`src/hw/ahsc_pkg.sv`:
```
// How it works
// - Supply follows whichever monitored channel has the least headroom.
// - Only channels detected as in use take part in the decision.
// - Channel enable bits at registers 0x03 and 0x04, loaded from OTP, exclude channels.
// - Any active channel below the low band on an evaluation raises the supply.
// - All active channels above the high band on an evaluation, with a lower request on the feedback input, lowers it.
// - High band set through register 0x27, 0.25V to 0.6V.
// - Low band set through the same register, 0.2V to 0.55V.
// - Start setting comes from OTP and is applied before sinks turn on.
// - Dropout state goes out on the feedback pin and is shared with peers.
// - With neither raise nor lower, the setting is kept unchanged.
// - Role pin low makes a master driving feedback; high makes a reporting slave.
// - Feedback input decodes into raise, lower and hold requests.
// - Master raises supply by stepping divider code down, lowers by stepping up.
package ahsc_pkg;

  localparam int CLK_MHZ = 200;
  localparam int EVAL_PERIOD_NS = 10000;
  localparam int EVAL_CYC = (EVAL_PERIOD_NS * CLK_MHZ) / 1000;

  localparam int NUM_CH = 16;
  localparam int DIV_W = 8;

  // Register indexes; byte address is four times the index
  localparam logic [5:0] REG_CH_EN_LO_IDX = 6'h03;
  localparam logic [5:0] REG_CH_EN_HI_IDX = 6'h04;
  localparam logic [5:0] REG_STATUS_IDX = 6'h05;
  localparam logic [5:0] REG_ACTIVE_IDX = 6'h06;
  localparam logic [5:0] REG_CTRL_IDX = 6'h07;
  localparam logic [5:0] REG_BAND_IDX = 6'h27;

  localparam logic [7:0] CH_EN_RST = 8'hFF;
  // Low band 0.45V (code 5) and high band 0.55V (code 6), 50mV steps
  localparam logic [7:0] BAND_RST = 8'h65;
  localparam logic [7:0] CTRL_RST = 8'h01;
  localparam int BAND_LO_LSB = 0;
  localparam int BAND_HI_LSB = 4;
  localparam int CTRL_LOOP_EN_BIT = 0;

  localparam logic [DIV_W-1:0] DIV_MIN = 8'h08;
  localparam logic [DIV_W-1:0] DIV_MAX = 8'hF8;

  // Slave feedback output levels: 0V, 0.5V, 1V
  localparam logic [1:0] FBO_LOWER = 2'h0;
  localparam logic [1:0] FBO_HOLD = 2'h1;
  localparam logic [1:0] FBO_RAISE = 2'h2;

  typedef enum logic [1:0] {ST_LOAD, ST_SETTLE, ST_RUN} ahsc_state_e;

  function automatic logic ahsc_is_reg(input logic [7:0] addr, input logic [5:0] idx);
    return addr == {idx, 2'b00};
  endfunction : ahsc_is_reg

  function automatic logic [DIV_W-1:0] ahsc_clamp(input logic [DIV_W-1:0] code);
    if (code < DIV_MIN) begin
      return DIV_MIN;
    end
    if (code > DIV_MAX) begin
      return DIV_MAX;
    end
    return code;
  endfunction : ahsc_clamp

endpackage : ahsc_pkg

```
`src/hw/ahsc_sync3.sv`:
```
`timescale 1ns/1ps
module ahsc_sync3 #(
  parameter int W = 1
) (
  input wire logic clk_sys,
  input wire logic sys_rst,
  input wire logic clk_en,
  input wire logic [W-1:0] d,
  output logic [W-1:0] q
);
  logic [W-1:0] s1_ff;
  logic [W-1:0] s2_ff;
  logic [W-1:0] s3_ff;
  logic [W-1:0] q_ff;
  logic [W-1:0] nxt_q;

  // A bit changes only once the second and third stages agree
  always_comb begin
    nxt_q = (s2_ff & s3_ff) | (q_ff & (s2_ff | s3_ff));
  end

  always_ff @(posedge clk_sys) begin
    if (sys_rst) begin
      s1_ff <= '0;
      s2_ff <= '0;
      s3_ff <= '0;
      q_ff <= '0;
    end else if (clk_en) begin
      s1_ff <= d;
      s2_ff <= s1_ff;
      s3_ff <= s2_ff;
      q_ff <= nxt_q;
    end
  end

  assign q = q_ff;

endmodule : ahsc_sync3

```
`src/hw/ahsc_top.sv`:
```
`timescale 1ns/1ps
module ahsc_top
  import ahsc_pkg::*;
#(
  parameter int NCH = NUM_CH
) (
  input wire logic clk_sys,
  input wire logic sys_rst,
  input wire logic clk_en,
  input wire logic [7:0] avs_address,
  input wire logic avs_read,
  input wire logic avs_write,
  input wire logic [31:0] avs_writedata,
  input wire logic [3:0] avs_byteenable,
  output logic [31:0] avs_readdata,
  output logic avs_waitrequest,
  input wire logic [NCH-1:0] led_below_low,
  input wire logic [NCH-1:0] led_above_high,
  input wire logic [NCH-1:0] led_in_use,
  input wire logic fbi_up_cmp,
  input wire logic fbi_down_cmp,
  input wire logic role_select_pin,
  input wire logic [15:0] otp_channel_enable_bits,
  input wire logic [DIV_W-1:0] otp_initial_div,
  output logic [2:0] band_low_code,
  output logic [2:0] band_high_code,
  output logic [DIV_W-1:0] divider_lower_resistor_code,
  output logic [1:0] feedback_out_pin_level,
  output logic sinks_enable
);

  logic [NCH-1:0] below_s;
  logic [NCH-1:0] above_s;
  logic [NCH-1:0] in_use_s;
  logic [2:0] pins_s;

  ahsc_sync3 #(.W(3 * NCH)) u_ch_sync (
    .clk_sys(clk_sys),
    .sys_rst(sys_rst),
    .clk_en(clk_en),
    .d({led_below_low, led_above_high, led_in_use}),
    .q({below_s, above_s, in_use_s})
  );

  ahsc_sync3 #(.W(3)) u_pin_sync (
    .clk_sys(clk_sys),
    .sys_rst(sys_rst),
    .clk_en(clk_en),
    .d({fbi_up_cmp, fbi_down_cmp, role_select_pin}),
    .q(pins_s)
  );

  logic up_s;
  logic down_s;
  logic slave_s;
  assign up_s = pins_s[2];
  assign down_s = pins_s[1];
  assign slave_s = pins_s[0];

  // Bus side state
  logic ack_ff;
  logic nxt_ack;
  logic [31:0] rdata_ff;
  logic [31:0] nxt_rdata;
  logic [15:0] ch_en_ff;
  logic [15:0] nxt_ch_en;
  logic [7:0] band_ff;
  logic [7:0] nxt_band;
  logic [7:0] ctrl_ff;
  logic [7:0] nxt_ctrl;

  // Loop side state
  ahsc_state_e state_ff;
  ahsc_state_e nxt_state;
  localparam int CW = $clog2(EVAL_CYC);
  localparam logic [CW-1:0] CNT_LAST = CW'(EVAL_CYC - 1);
  logic [CW-1:0] cnt_ff;
  logic [CW-1:0] nxt_cnt;
  logic [DIV_W-1:0] div_ff;
  logic [DIV_W-1:0] nxt_div;
  logic [1:0] fbo_ff;
  logic [1:0] nxt_fbo;
  logic sinks_ff;
  logic nxt_sinks;
  logic raise_last_ff;
  logic nxt_raise_last;
  logic lower_last_ff;
  logic nxt_lower_last;

  logic req;
  logic [NCH-1:0] active;
  logic fbi_raise;
  logic fbi_lower;
  logic raise_req;
  logic lower_req;
  logic tick;
  logic load_otp;
  logic loop_on;
  logic [31:0] read_mux;

  assign req = avs_read | avs_write;
  // One wait cycle; a frozen clock enable keeps the master waiting
  assign avs_waitrequest = req & ~(ack_ff & clk_en);
  assign avs_readdata = rdata_ff;
  assign load_otp = (state_ff == ST_LOAD);
  assign loop_on = ctrl_ff[CTRL_LOOP_EN_BIT];

  assign active = ch_en_ff[NCH-1:0] & in_use_s;

  // three-way feedback decode, contradiction counts as hold
  assign fbi_raise = up_s & ~down_s;
  assign fbi_lower = down_s & ~up_s;

  assign raise_req = (|(active & below_s)) | fbi_raise;
  assign lower_req = (&(~active | above_s)) & fbi_lower & ~raise_req;

  assign tick = (cnt_ff == CNT_LAST);

  always_comb begin
    read_mux = 32'h0000_0000;
    if (ahsc_is_reg(avs_address, REG_CH_EN_LO_IDX)) begin
      read_mux = {24'h00_0000, ch_en_ff[7:0]};
    end else if (ahsc_is_reg(avs_address, REG_CH_EN_HI_IDX)) begin
      read_mux = {24'h00_0000, ch_en_ff[15:8]};
    end else if (ahsc_is_reg(avs_address, REG_BAND_IDX)) begin
      read_mux = {24'h00_0000, band_ff};
    end else if (ahsc_is_reg(avs_address, REG_CTRL_IDX)) begin
      read_mux = {24'h00_0000, ctrl_ff};
    end else if (ahsc_is_reg(avs_address, REG_STATUS_IDX)) begin
      read_mux = {20'h0_0000, sinks_ff, slave_s, lower_last_ff, raise_last_ff, div_ff};
    end else if (ahsc_is_reg(avs_address, REG_ACTIVE_IDX)) begin
      read_mux = {16'h0000, active};
    end
  end

  always_comb begin
    nxt_ack = 1'b0;
    nxt_rdata = rdata_ff;
    nxt_ch_en = ch_en_ff;
    nxt_band = band_ff;
    nxt_ctrl = ctrl_ff;
    if (load_otp) begin
      nxt_ch_en = otp_channel_enable_bits;
    end
    if (req && !ack_ff) begin
      nxt_ack = 1'b1;
      nxt_rdata = read_mux;
    end
    if (avs_write && ack_ff && avs_byteenable[0]) begin
      if (ahsc_is_reg(avs_address, REG_CH_EN_LO_IDX)) begin
        nxt_ch_en[7:0] = avs_writedata[7:0];
      end
      if (ahsc_is_reg(avs_address, REG_CH_EN_HI_IDX)) begin
        nxt_ch_en[15:8] = avs_writedata[7:0];
      end
      if (ahsc_is_reg(avs_address, REG_BAND_IDX)) begin
        nxt_band = {1'b0, avs_writedata[6:4], 1'b0, avs_writedata[2:0]};
      end
      if (ahsc_is_reg(avs_address, REG_CTRL_IDX)) begin
        nxt_ctrl = {7'h00, avs_writedata[0]};
      end
    end
  end

  always_ff @(posedge clk_sys) begin
    if (sys_rst) begin
      ack_ff <= 1'b0;
      rdata_ff <= 32'h0000_0000;
      ch_en_ff <= {CH_EN_RST, CH_EN_RST};
      band_ff <= BAND_RST;
      ctrl_ff <= CTRL_RST;
    end else if (clk_en) begin
      ack_ff <= nxt_ack;
      rdata_ff <= nxt_rdata;
      ch_en_ff <= nxt_ch_en;
      band_ff <= nxt_band;
      ctrl_ff <= nxt_ctrl;
    end
  end

  always_comb begin
    nxt_state = state_ff;
    nxt_cnt = tick ? '0 : cnt_ff + 1'b1;
    nxt_div = div_ff;
    nxt_fbo = fbo_ff;
    nxt_sinks = sinks_ff;
    nxt_raise_last = raise_last_ff;
    nxt_lower_last = lower_last_ff;
    case (state_ff)
      ST_LOAD: begin
        // OTP start setting, sinks held off
        nxt_div = ahsc_clamp(otp_initial_div);
        nxt_cnt = '0;
        nxt_sinks = 1'b0;
        nxt_state = ST_SETTLE;
      end
      ST_SETTLE: begin
        // one period for the supply to settle before sinks run
        if (tick) begin
          nxt_sinks = 1'b1;
          nxt_state = ST_RUN;
        end
      end
      ST_RUN: begin
        if (tick) begin
          nxt_raise_last = raise_req;
          nxt_lower_last = lower_req;
          if (!loop_on) begin
            nxt_fbo = FBO_HOLD;
          end else if (slave_s) begin
            // dropout state onto the feedback pin
            nxt_fbo = raise_req ? FBO_RAISE : (lower_req ? FBO_LOWER : FBO_HOLD);
          end else begin
            nxt_fbo = FBO_HOLD;
            // raise steps the divider down, lower steps it up
            if (raise_req && div_ff > DIV_MIN) begin
              nxt_div = div_ff - 1'b1;
            end else if (lower_req && div_ff < DIV_MAX) begin
              nxt_div = div_ff + 1'b1;
            end
          end
        end
      end
      default: begin
        nxt_state = ST_LOAD;
      end
    endcase
  end

  always_ff @(posedge clk_sys) begin
    if (sys_rst) begin
      state_ff <= ST_LOAD;
      cnt_ff <= '0;
      div_ff <= DIV_MAX;
      fbo_ff <= FBO_HOLD;
      sinks_ff <= 1'b0;
      raise_last_ff <= 1'b0;
      lower_last_ff <= 1'b0;
    end else if (clk_en) begin
      state_ff <= nxt_state;
      cnt_ff <= nxt_cnt;
      div_ff <= nxt_div;
      fbo_ff <= nxt_fbo;
      sinks_ff <= nxt_sinks;
      raise_last_ff <= nxt_raise_last;
      lower_last_ff <= nxt_lower_last;
    end
  end

  // band codes drive the comparator references
  assign band_low_code = band_ff[BAND_LO_LSB +: 3];
  assign band_high_code = band_ff[BAND_HI_LSB +: 3];
  assign divider_lower_resistor_code = div_ff;
  assign feedback_out_pin_level = fbo_ff;
  assign sinks_enable = sinks_ff;
endmodule : ahsc_top

```
`config.mk`:
```
export PLATFORM = sky130hd
export DESIGN_NAME = ahsc_top
export DESIGN_NICKNAME = d
export VERILOG_FILES = /design/src/hw/ahsc_pkg.sv /design/src/hw/ahsc_sync3.sv /design/src/hw/ahsc_top.sv
export SDC_FILE = /design/constraint.sdc
export NUM_CORES = 1
export LEC_CHECK = 0
export BUFFER_PORTS_ARGS = -buffer_cell sky130_fd_sc_hd__buf_2
export CAP_MARGIN = 20
export CORE_UTILIZATION = 35
export CTS_CLUSTER_SIZE = 10
export DETAILED_ROUTE_END_ITERATION = 8
export GPL_ROUTABILITY_DRIVEN = 0
export PLACE_DENSITY = 0.63
export SLEW_MARGIN = 5
export SYNTH_ARGS = -nofsm -noshare
export SYNTH_HDL_FRONTEND = slang
export SYNTH_HIERARCHICAL = 1
export SYNTH_SLANG_ARGS = --single-unit
```
`constraint.sdc`:
```
create_clock -name clk_sys -period 5.8 [get_ports clk_sys]
set_clock_uncertainty 0.2 [all_clocks]
set_input_delay 1.16 -clock clk_sys [delete_from_list [all_inputs] [get_ports clk_sys]]
set_output_delay 1.16 -clock clk_sys [all_outputs]
set_load 0.02 [all_outputs]
```
# Word level (Yosys, flattened, before mapping)
# Index checks and enable logic that the tools add are counted.
# classes
n_addsub,3
n_lt_le_gt_ge,4
eq_ne,14
n_mux,36
bitwise_logic,25
n_reduce_logical,18
# op_table
cell,n
two-way mux 16 bit,8
bitwise AND 48 bit,2
bitwise OR 48 bit,2
two-way mux 8 bit,11
bitwise AND 16 bit,2
equality test 8 x 5 -> 1 bit (second input constant),4
two-way mux 11 bit,2
NOT 16 bit,1
bitwise OR 16 bit,1
case mux 8 bit (2 select lines),1
AND reduction 16 bit,1
OR reduction 16 bit,1
AND reduction 3 bit,5
adder 11 x 1 -> 11 bit (second input constant),1
equality test 11 bit (second input constant),1
adder 8 x 1 -> 8 bit (second input constant),1
equality test 8 x 4 -> 1 bit (second input constant),1
equality test 8 bit (second input constant),1
greater-than comparator 8 x 4 -> 1 bit (second input constant),1
greater-than comparator 8 bit (second input constant),1
< comparator 8 x 4 -> 1 bit (second input constant),1
< comparator 8 bit (second input constant),1
two-way mux 1 bit,8
two-way mux 2 bit,4
other kinds (18),38
# word_totals
regBits,286
inputBits,124

# Longest topological paths before layout
# Gate-level depths: netlist (run 1).
# logic_depth
depth_word,13
depth_mapped,13
mapped_depth_nobuf,13

# By module
# The synthesis (run 1) kept the hierarchy.
# by_module_without_submodules
module,n_inst,cells_each,area_per_inst_um2,seq_area_each_um2
ahsc_sync3 (u_ch_sync),1,773,7776.2,3843.7
ahsc_top,1,500,3993.8,1321.3
ahsc_sync3 (u_pin_sync),1,48,530.5,240.2

# Worst setup path after synthesis (run 1)
# No wires, ideal clock.
# synth_timing
path_type,input port to output port
from,input clk_en
to,output avs_waitrequest
arrival_ns,1.853
path_slack_ns,2.587
stages,3
path_buffers,2
cell_sequence,buf_6 > clkbuf_1 > a21oi_1
# synth_between
elab_chain_len,3
# synth_lines
item,line_no,source
start: declaration,ahsc_top.sv:9,"input wire logic clk_en,"
bitwise AND 1 bit,ahsc_top.sv:103,assign avs_waitrequest = req & ~(ack_ff & clk_en);
NOT 1 bit,ahsc_top.sv:103,
bitwise AND 1 bit,ahsc_top.sv:103,
end: declaration,ahsc_top.sv:16,"output logic avs_waitrequest,"
# No other way between the ends.

# Final worst setup path (run 1)
# layout_timing
from,register div_ff[5] (netlist: divider_lower_resistor_code[5])
to,register div_ff[6] (netlist: divider_lower_resistor_code[6])
# layout_between
elab_chain_len,7
# layout_lines
item,line_no,source
start: declaration,ahsc_top.sv:79,logic [DIV_W-1:0] div_ff;
start signal: assignment,ahsc_top.sv:242,div_ff <= nxt_div;
adder 8 x 1 -> 8 bit / greater-than comparator 8 x 4 -> 1 bit (equally long branches),"ahsc_top.sv:219, ahsc_top.sv:216",
two-way mux 8 bit / logical AND 1 bit (equally long branches),"ahsc_top.sv:218, ahsc_top.sv:216",
two-way mux 8 bit,ahsc_top.sv:216,if (raise_req && div_ff > DIV_MIN) begin
two-way mux 8 bit,ahsc_top.sv:210,end else if (slave_s) begin
two-way mux 8 bit,ahsc_top.sv:208,if (!loop_on) begin
two-way mux 8 bit,ahsc_top.sv:205,if (tick) begin
case mux 8 bit (2 select lines),ahsc_top.sv:189,case (state_ff)
# Several ways; a longest one is shown, not always the timed one. The select of a mux whose other input is x is not followed.
# A chain may end at the register's enable or synchronous reset.

==> results of run 1 <==
worst max-delay path by stage:
stage	start	to	slack, ns
after floorplan	clk_en	avs_waitrequest	2.59
after global placement	clk_en	avs_readdata[13]	1.95
after detailed placement	clk_en	avs_readdata[12]	1.92
after CTS	divider_lower_resistor_code[4]	divider_lower_resistor_code[6]	2.27
after global routing	divider_lower_resistor_code[4]	divider_lower_resistor_code[6]	2.10
final	divider_lower_resistor_code[5]	divider_lower_resistor_code[6]	2.23
flip-flops by register name (all words and copies together), names as in the netlist, 2 cells and up:
name,cells
u_ch_sync/q,48
u_ch_sync/s1_ff,48
u_ch_sync/s2_ff,48
u_ch_sync/s3_ff,48
avs_readdata,16
ch_en_ff,16
cnt_ff,11
divider_lower_resistor_code,8
band_ff,6
u_pin_sync/q,3
u_pin_sync/s1_ff,3
u_pin_sync/s2_ff,3
u_pin_sync/s3_ff,3
feedback_out_pin_level,2
state_ff,2
synth_stat cells, drive strengths merged (9+ instances only):
master / instances
a21oi: 72
a221o: 18
a32o: 9
buf: 74
clkbuf: 21
dfxtp: 270
inv: 58
mux2i: 164
nand2: 72
nand2b: 58
nand3: 42
nand4: 10
nor2: 209
nor2b: 59
nor3: 12
o32ai: 52
power by group through the flow:
stage               clock (mW)  sequential (mW)  combinational, mW
CTS                       1.69             1.97              0.318
global route              1.76             1.98              0.353
finish                    1.64             1.97              0.318
floorplan                    0             1.99              0.254
global placement             0             2.01              0.309
detailed placement           0             2.01              0.317
layout make-up:
| cell class | instances | area share [%] |
|---|---|---|
| multi-input cells | 912 | 43.84 |
| inverters | 58 | 1.576 |
| well taps | 455 | 4.122 |
| flip-flops and latches | 270 | 39.14 |
| clock inverters | 2 | 0.1268 |
| clock buffers | 33 | 5.671 |
| repair buffers | 139 | 5.526 |
logic make-up (layout without fill, tap and decap cells):
logic type,count (synthesis),after routing,share of synthesized area (%)
simple gates,494,494,19.78
fa+ha+maj,8,8,0.8748
flops,270,270,43.94
xor+xnor,10,10,0.7120
buf+inv,154,232,7.344
compound gates,220,220,13.97
other cells,1,16,0.03049
mux,164,164,13.35
per-layer routing:
metal | part of all wire [%] | up-vias | global-route usage, % | routed length (µm)
met5 | 0 | - | 0 | 0
met4 | 1.3 | 0 | 3.288 | 393
met3 | 6.4 | 38 | 2.447 | 1911
met2 | 43 | 296 | 24.46 | 12730
met1 | 49 | 4533 | 23.79 | 14690
li1 | - | 4768 | - | -
critical path: stages (launching register included):
cell and delay, ns:
dfxtp_1 0.41, or4_1 0.52, a21oi_1 0.20, a31o_2 0.27
inv_1 0.17, ha_1 0.34, nor2b_1 0.14, o21a_1 0.18
o21a_1 0.19, o21a_1 0.17, or3_1 0.31, a311oi_1 0.26
mux2i_1 0.10
layout by cell type (no fill, tap or decap), types with 7 or more instances in the layout:
cell,netlist,final
a21oi_1,69,69
a221o_1,18,18
a31oi_1,7,7
a32o_1,9,9
buf_2,23,128
clkbuf_16,0,31
conb_1,1,16
dfxtp_1,270,270
ha_1,7,7
inv_1,58,58
mux2i_1,164,164
nand2_1,72,72
nand2b_1,58,58
nand3_1,42,42
nand4_1,9,9
nor2_1,209,209
nor2b_1,51,51
nor2b_4,8,8
nor3_1,11,11
o22ai_1,8,8
o32ai_1,41,41
o32ai_2,11,11
through the flow:
| step | hold WS [ns] | setup WS [ns] | utilization, % | cell area (µm²) |
|---|---|---|---|---|
| floorplan | 0.2517 | 2.587 | - | 12360 |
| global placement | 0.2450 | 1.954 | 37.62 | 13000 |
| detailed placement | 0.2523 | 1.916 | 37.62 | 13000 |
| CTS | 0.2657 | 2.273 | 39.94 | 13800 |
| global route | 0.2788 | 2.095 | 39.98 | 13810 |
| finish | 0.2637 | 2.229 | 39.98 | 13810 |
==> summary.txt, run 1 <==
Outcome = finished clean
Worst Hold End = feedback_out_pin_level[0]
Multi-input logic area = 6055 µm²
Worst Path Arrival = 3.80 ns
Root Buffer = clkbuf_16
Top-area cell type share of the netlist area = 43.94%
R2R depth = 12
DRT antenna net count = 0
Ys Warns = 6
Reg2reg setup slack = 2.23 ns
Seq pwr share = 50.2%
Synth area leader = dfxtp_1
Setup TNS = 0 ns
Switching share of power = 23.92%
Gr usage total = 16.08%
Boundary Pins = 174
Die area = 35900 µm²
Reg2reg end = divider_lower_resistor_code[6]
Mapped Area = 12300 µm²
Vert. Die Dim = 189.5 µm
Post-CTS resize count = 0
Hold_sp = feedback_out_pin_level[0]
Placeable Area = 34540 µm²
Row count = 68
Worst setup SP type = register
Headroom to the max-slew limit = 38.42%
TritonCTS Buffers = 31
Cell Count Post-Placement = 1832
1st-pass router iterations = 5
Comb power frac = 8.1%
Nets = 1544
Switch Pwr = 0.9399 mW
PwrDens = 284.5 nW/µm²
Final hold violation count = 0
Netlist cell types = 69
Vias in the first global route = 8572
Period utilization = 61.56%
#FFs+latches synth = 270
Initial Utilization = 35.61%
Clk sinks = 270
N_diodes = 0
CTS tree = yes
Synth Instances = 1321
Clock share of power = 41.7%
Die W = 189.5 µm
Reg-to-Reg Start = divider_lower_resistor_code[5]
F_max = 0.2801 GHz
Worst-path clk slew = 0.06 ns
Critical Path RT = 6.03 ns
Share of cells above drive strength 1 = 14.78%
Final Non-Filler Cells = 1869
Clk Latency, worst-skew pair = 0.54 ns
Vias = 9635
# hold bufs at CTS = 0
Grt ovf = 0
Register Area = 5405 µm²
Largest net degree at the start of global routing = 152
Initial antenna violation count = 0
Worst-case vdd ir drop = 0.0002300 V
CTS max path bufs = 3
H-Tree Depth = 1
WL per Instance = 15.90 µm
Syn_area_per_cell = 9.312 µm²
Initial DRC Count = 728
Main area contributors after synthesis = dfxtp_1 44%, mux2i_1 13%, nor2_1 6.4%, nand2b_1 2.9%, o32ai_1 2.9%
Drt drc = 0
Synth async-reset ratio = 0%
Leak = 5.482 nW
Vias per inst = 5.155
Max-cap violation count = 0
RSZ-0062 raised after global routing = false
Slew Limit Fails = 0
First-pass GRT wire length = 46.85 mm
Actual slew at the worst max-slew pin = 0.9237 ns
Fill cells = 3439
Post-synth EDFFs = 0
Worst Hold Path Cells = 1
Worst setup EP type = register
Final setup viols = 0
Cell-internal power = 2.989 mW
Clock period minus worst slack = 3.571 ns
Post-CTS Setup Bufs = 0
Synth-to-layout area growth = 12.28%
Most used DFF post-synth = dfxtp_1
Port buffer count = 130
Dpl hpwl = 20.44 mm
Detailed Route WL = 29.72 mm
Worst min path class = reg2reg
Worst-path fanout max = 6
Worst Setup Path Type = reg2reg
Total Power = 3.929 mW
Seq/Total Area, Yosys = 43.94%
No activity file was read; power rests on OpenSTA's default activity.
==> inputs of run 2 (changes only) <==
- ABC_AREA: default -> 1
- PLACE_DENSITY: 0.63 -> 0.65
- clock period: 5.8 -> 3.2 ns (I/O delays scaled with it)
==> run 2 against run 1 <==
Against the previous run:
- area after synthesis down 1.5%
- first-iteration DRC count up 33%
- critical path depth up 3
- worst hold slack worse by 0.14 ns
- fmax up 20%
- highest routed layer unchanged
- non-clock buffer count up 25
- sequential power up 79%
- worst setup slack worse by 2.0 ns
- core utilization up 1.6 points
- flip-flop and latch count unchanged
==> summary.txt, run 2 <==
Vert. Die Dim = 188.1 µm
Gr usage total = 18.13%
Period utilization = 92.68%
Share of cells above drive strength 1 = 11.62%
Worst setup SP type = register
Synth async-reset ratio = 0%
CTS tree = yes
Initial DRC Count = 969
Synth-to-layout area growth = 15.76%
Worst-case vdd ir drop = 0.0004902 V
Clk sinks = 270
Grt ovf = 0
Ys Warns = 6
Fill cells = 3489
H-Tree Depth = 1
Cell with the most instances after synthesis = nand2_1
Worst-path clk slew = 0.06 ns
N_diodes = 0
GRT busiest layer = met2
First-pass GRT wire length = 52.12 mm
Placeable Area = 33780 µm²
Synth Instances = 1774
Headroom to the max-slew limit = 42.23%
Top-area cell type share of the netlist area = 44.60%
Worst Setup Path Type = reg2reg
Actual slew at the worst max-slew pin = 0.8666 ns
Slew Limit Fails = 0
Commonest non-fill, non-tap cell in the layout = nand2_1
Worst min path class = in2reg
Final setup viols = 0
Vias per inst = 4.828
Synth top cells by count = 645 x nand2_1, 274 x a21oi_1, 270 x dfxtp_1, 217 x inv_1, 63 x nand3_1
Worst-path fanout max = 7
Met3 Use GR = 4.118%
WL per Instance = 14.02 µm
Post-synth EDFFs = 0
Outcome = finished clean
PwrDens = 513.1 nW/µm²
Register Area = 5405 µm²
Post-CTS Setup Bufs = 0
Netlist cell types = 51
Boundary Pins = 174
Worst setup EP type = register
Critical Path RT = 3.45 ns
Dpl hpwl = 23.17 mm
Leak = 6.273 nW
Met1 Use GR = 25.84%
Commonest non-fill, non-tap cells in the layout = 645 x nand2_1, 274 x a21oi_1, 270 x dfxtp_1
Final Non-Filler Cells = 2341
Synth area leader = dfxtp_1
Final hold violation count = 0
Post-CTS resize count = 0
Die area = 35380 µm²
Multi-input logic area = 5424 µm²
Initial Utilization = 35.88%
Main area contributors after synthesis = dfxtp_1 45%, nand2_1 20%, a21oi_1 11%, inv_1 6.7%, nand3_1 2.6%
Worst Path Arrival = 3.22 ns
# hold bufs at CTS = 0
#FFs+latches synth = 270
Cell Count Post-Placement = 2304
Setup TNS = 0 ns
Mapped Area = 12120 µm²
Grt met2 use = 27.86%
Vias in the first global route = 10000
Port buffer count = 130
Initial antenna violation count = 0
TritonCTS Buffers = 31
Syn_area_per_cell = 6.832 µm²
RSZ-0062 raised after global routing = false
Drt drc = 0
Clock period minus worst slack = 2.966 ns
Root Buffer = clkbuf_16
F_max = 0.3372 GHz
Most used DFF post-synth = dfxtp_1
Row count = 67
Largest net degree at the start of global routing = 169
Seq/Total Area, Yosys = 44.60%
Vias = 11300
Max-cap violation count = 0
1st-pass router iterations = 5
CTS max path bufs = 3
Detailed Route WL = 32.82 mm
DRT antenna net count = 0
Die W = 188.1 µm
Clk Latency, worst-skew pair = 0.57 ns
Nets = 2021
## run 2: kinds of logic after synthesis
logic type	after synthesis	synth area share [%]
AO/OA/AOI/OAI	366	15.85
multiplexers	8	0.6710
XOR/XNOR	4	0.2891
adder cells (fa/ha/maj)	8	0.8878
other	1	0.03094
buffers and inverters	321	11.18
flip-flops	270	44.60
AND/OR/NAND/NOR	796	26.50
## run 2: worst max-delay path, stage by stage (launching register included)
cell     delay [ns]
dfxtp_1        0.38
nand3_1        0.10
nand3_1        0.08
nor2_1         0.19
nand3_1        0.30
nand2_1        0.21
inv_1          0.14
ha_1           0.36
a21oi_1        0.16
nand2_1        0.12
a31oi_1        0.23
nand3_1        0.11
nand3_1        0.09
nand2_1        0.05
nand2_1        0.06
nand3_1        0.06
## run 2: report_power, final
part	switching, mW	internal [mW]	total [mW]	leakage [nW]
logic	0.399	0.210	0.609	3.67
registers	0.0694	3.46	3.53	2.20
clock network	1.32	1.74	3.06	0.403
total	1.79	5.41	7.20	6.27
## run 2: final timing paths
kind                            start                        endpoint  slack (ns)  depth (start not counted)
setup reg to reg          ch_en_ff[8]  divider_lower_resistor_code[7]        0.23                         15
hold / removal     led_above_high[14]             u_ch_sync/s1_ff[30]        0.12                          3
setup / recovery          ch_en_ff[8]  divider_lower_resistor_code[7]        0.23                         15
hold reg to reg   u_ch_sync/s2_ff[11]             u_ch_sync/s2_ff[11]        0.26                          2
## run 2: metal layers
layer,vias to the layer above,share of wire [%]
met5,-,0
met4,0,1.5
met3,41,8.8
met2,393,43
met1,5074,47
li1,5795,-
## run 2: cell type report
type | count | share of cell area [%]
flip-flops and latches | 270 | 38.52
clock buffers | 35 | 5.707
inverters | 224 | 6.019
repair buffers | 164 | 6.902
clock inverters | 2 | 0.1962
multi-input cells | 1198 | 38.66
well taps | 448 | 3.995
## run 2: per-stage QoR
stage | area (µm²) | util [%] | hold WS [ns] | power (mW) | setup WS [ns]
after floorplan | 12180 | - | 0.2349 | 3.988 | 0.8421
after global placement | 13200 | 39.08 | 0.2479 | 4.194 | 0.3860
after detailed placement | 13200 | 39.08 | 0.2519 | 4.202 | 0.3444
after CTS | 14030 | 41.53 | 0.09445 | 7.253 | 0.3155
after global routing | 14030 | 41.53 | 0.1111 | 7.482 | 0.05117
final | 14030 | 41.53 | 0.1200 | 7.200 | 0.2344
==> inputs of run 3 (changes only) <==
- CORE_ASPECT_RATIO: default -> 0.9
- SLEW_MARGIN: 5 -> 15
==> run 3 against run 2 <==
Against the previous run:
- worst hold slack gained 0.0086 ns
- die area is essentially flat
- sequential power is essentially flat
- sequential share of layout area is essentially flat
- cell area is essentially flat
- non-clock buffer count grew 1
- power shrank 0.19%
- combinational power shrank 0.7%
- fmax grew 7.1%
- critical path depth grew 1
- routed wire length grew 0.67%
- largest power group unchanged
- worst setup slack gained 0.20 ns
==> summary.txt, run 3 (synthesis results as in run 2) <==
Clock period minus worst slack = 2.769 ns
Final Non-Filler Cells = 2356
Seq pwr share = 49.1%
Vias = 11260
F_max = 0.3612 GHz
Worst-case vdd ir drop = 0.0004289 V
Fill cells = 3571
1st-pass router iterations = 5
Grt ovf = 0
Final setup viols = 0
Initial antenna violation count = 0
Clock share of power = 42.4%
Max-cap violation count = 0
Post-CTS resize count = 0
# hold bufs at CTS = 0
Vias per inst = 4.779
Met3 Use GR = 3.176%
Headroom to the max-slew limit = 58.83%
Clk Latency, worst-skew pair = 0.56 ns
Detailed Route WL = 33.04 mm
Outcome = finished clean
Root Buffer = clkbuf_16
Nets = 2022
Worst-path clk slew = 0.06 ns
Initial Utilization = 35.61%
Gr usage total = 18.41%
Dpl cell area = 13220 µm²
Setup TNS = 0 ns
CTS tree = yes
Row count = 64
Comb power frac = 8.4%
PwrDens = 511.7 nW/µm²
Drt drc = 0
Worst min path class = in2reg
Worst path cell trace = nand3_1 -> nand3_1 -> nor2_1 -> nand3_1 -> nand2_1 -> inv_1 -> ha_1 -> a21oi_1 -> nand2_1 -> a21oi_1 -> o21bai_1 -> a21oi_1 -> o21ai_0 -> nand2_1 -> nand2_1 -> nand3_1
Placeable Area = 34030 µm²
Period utilization = 86.52%
H-Tree Depth = 1
Slew Limit Fails = 0
Final hold violation count = 0
DRT antenna net count = 0
Initial DRC Count = 1059
Worst setup SP type = register
Met1 Use GR = 26.91%
WL per Instance = 14.02 µm
Crit path largest cell delay = 0.39 ns
Dpl hpwl = 23.39 mm
Critical Path RT = 3.51 ns
Leak = 6.280 nW
Boundary Pins = 174
Cell Count Post-Placement = 2319
Largest net degree at the start of global routing = 128
Post-CTS Setup Bufs = 0
CTS max path bufs = 3
Die W = 198.2 µm
Clk sinks = 270
Switch Pwr = 1.783 mW
Commonest non-fill, non-tap cells in the layout = 645 x nand2_1, 274 x a21oi_1, 270 x dfxtp_1
Port buffer count = 130
Share of cells above drive strength 1 = 11.72%
Commonest non-fill, non-tap cell in the layout = nand2_1
GRT busiest layer = met2
RSZ-0062 raised after global routing = false
Vias in the first global route = 10030
Final Instance Area = 14040 µm²
Worst Path Arrival = 3.08 ns
TritonCTS Buffers = 31
Worst-path fanout max = 6
Die area = 35380 µm²
Worst setup EP type = register
Grt met2 use = 27.51%
Slowest-stage cell, CP = dfxtp_1
Total Power = 7.186 mW
Actual slew at the worst max-slew pin = 0.6175 ns
N_diodes = 0
Vert. Die Dim = 178.5 µm
Synth-to-layout area growth = 15.86%
Switching share of power = 24.81%
Cell-internal power = 5.403 mW
Worst Setup Path Type = reg2reg
First-pass GRT wire length = 52.36 mm
[run 3: layer usage]
layer	vias to the layer above	share of wire (%)
li1	5791	-
met1	5071	48
met2	341	42
met3	57	7.4
met4	0	2.4
met5	-	0
[run 3: stage by stage]
step / worst slack (ns) / util [%] / hold WS [ns]
CTS: 0.4712 / 41.26 / 0.1094
global route: 0.1455 / 41.26 / 0.1171
global placement: 0.5034 / 38.83 / 0.2482
detailed placement: 0.4651 / 38.83 / 0.2519
floorplan: 0.8421 / - / 0.2349
finish: 0.4312 / 41.26 / 0.1286
[run 3: worst paths after layout]
kind	start	to	slack, ns	cells past startpoint
setup / recovery	ch_en_ff[8]	divider_lower_resistor_code[6]	0.43	16
hold / removal	led_in_use[4]	u_ch_sync/s1_ff[4]	0.13	3
setup reg to reg	ch_en_ff[8]	divider_lower_resistor_code[6]	0.43	16
hold reg to reg	u_ch_sync/s1_ff[28]	u_ch_sync/s1_ff[28]	0.26	2
[run 3: final cells by class]
cell class	instances	area (µm²)	share of cell area, %
Multi-Input combinational cell	1198	5424	38.63
Sequential cell	270	5405	38.49
Timing Repair Buffer	165	963.4	6.861
Inverter	224	844.6	6.014
Clock buffer	34	797.0	5.676
Tap cell	462	578.1	4.117
Clock inverter	3	30.03	0.2138
[run 3: critical path, delay by kind of cell, from the launching register on]
family / cells / cell delay (ns)
adders and majority gates: 1 / 0.36
and+or+nand+nor: 9 / 0.98
DFF: 1 / 0.39
AOI/OAI and AO/OA: 5 / 0.63
buffers and inverters: 1 / 0.15
[run 3: power groups by stage]
stage               Combinational (mW)  Sequential, mW  Clock [mW]
floorplan                        0.388            3.60           0
global placement                 0.596            3.60           0
detailed placement               0.602            3.60           0
CTS                              0.606            3.53        3.11
global route                     0.676            3.54        3.26
finish                           0.605            3.53        3.05
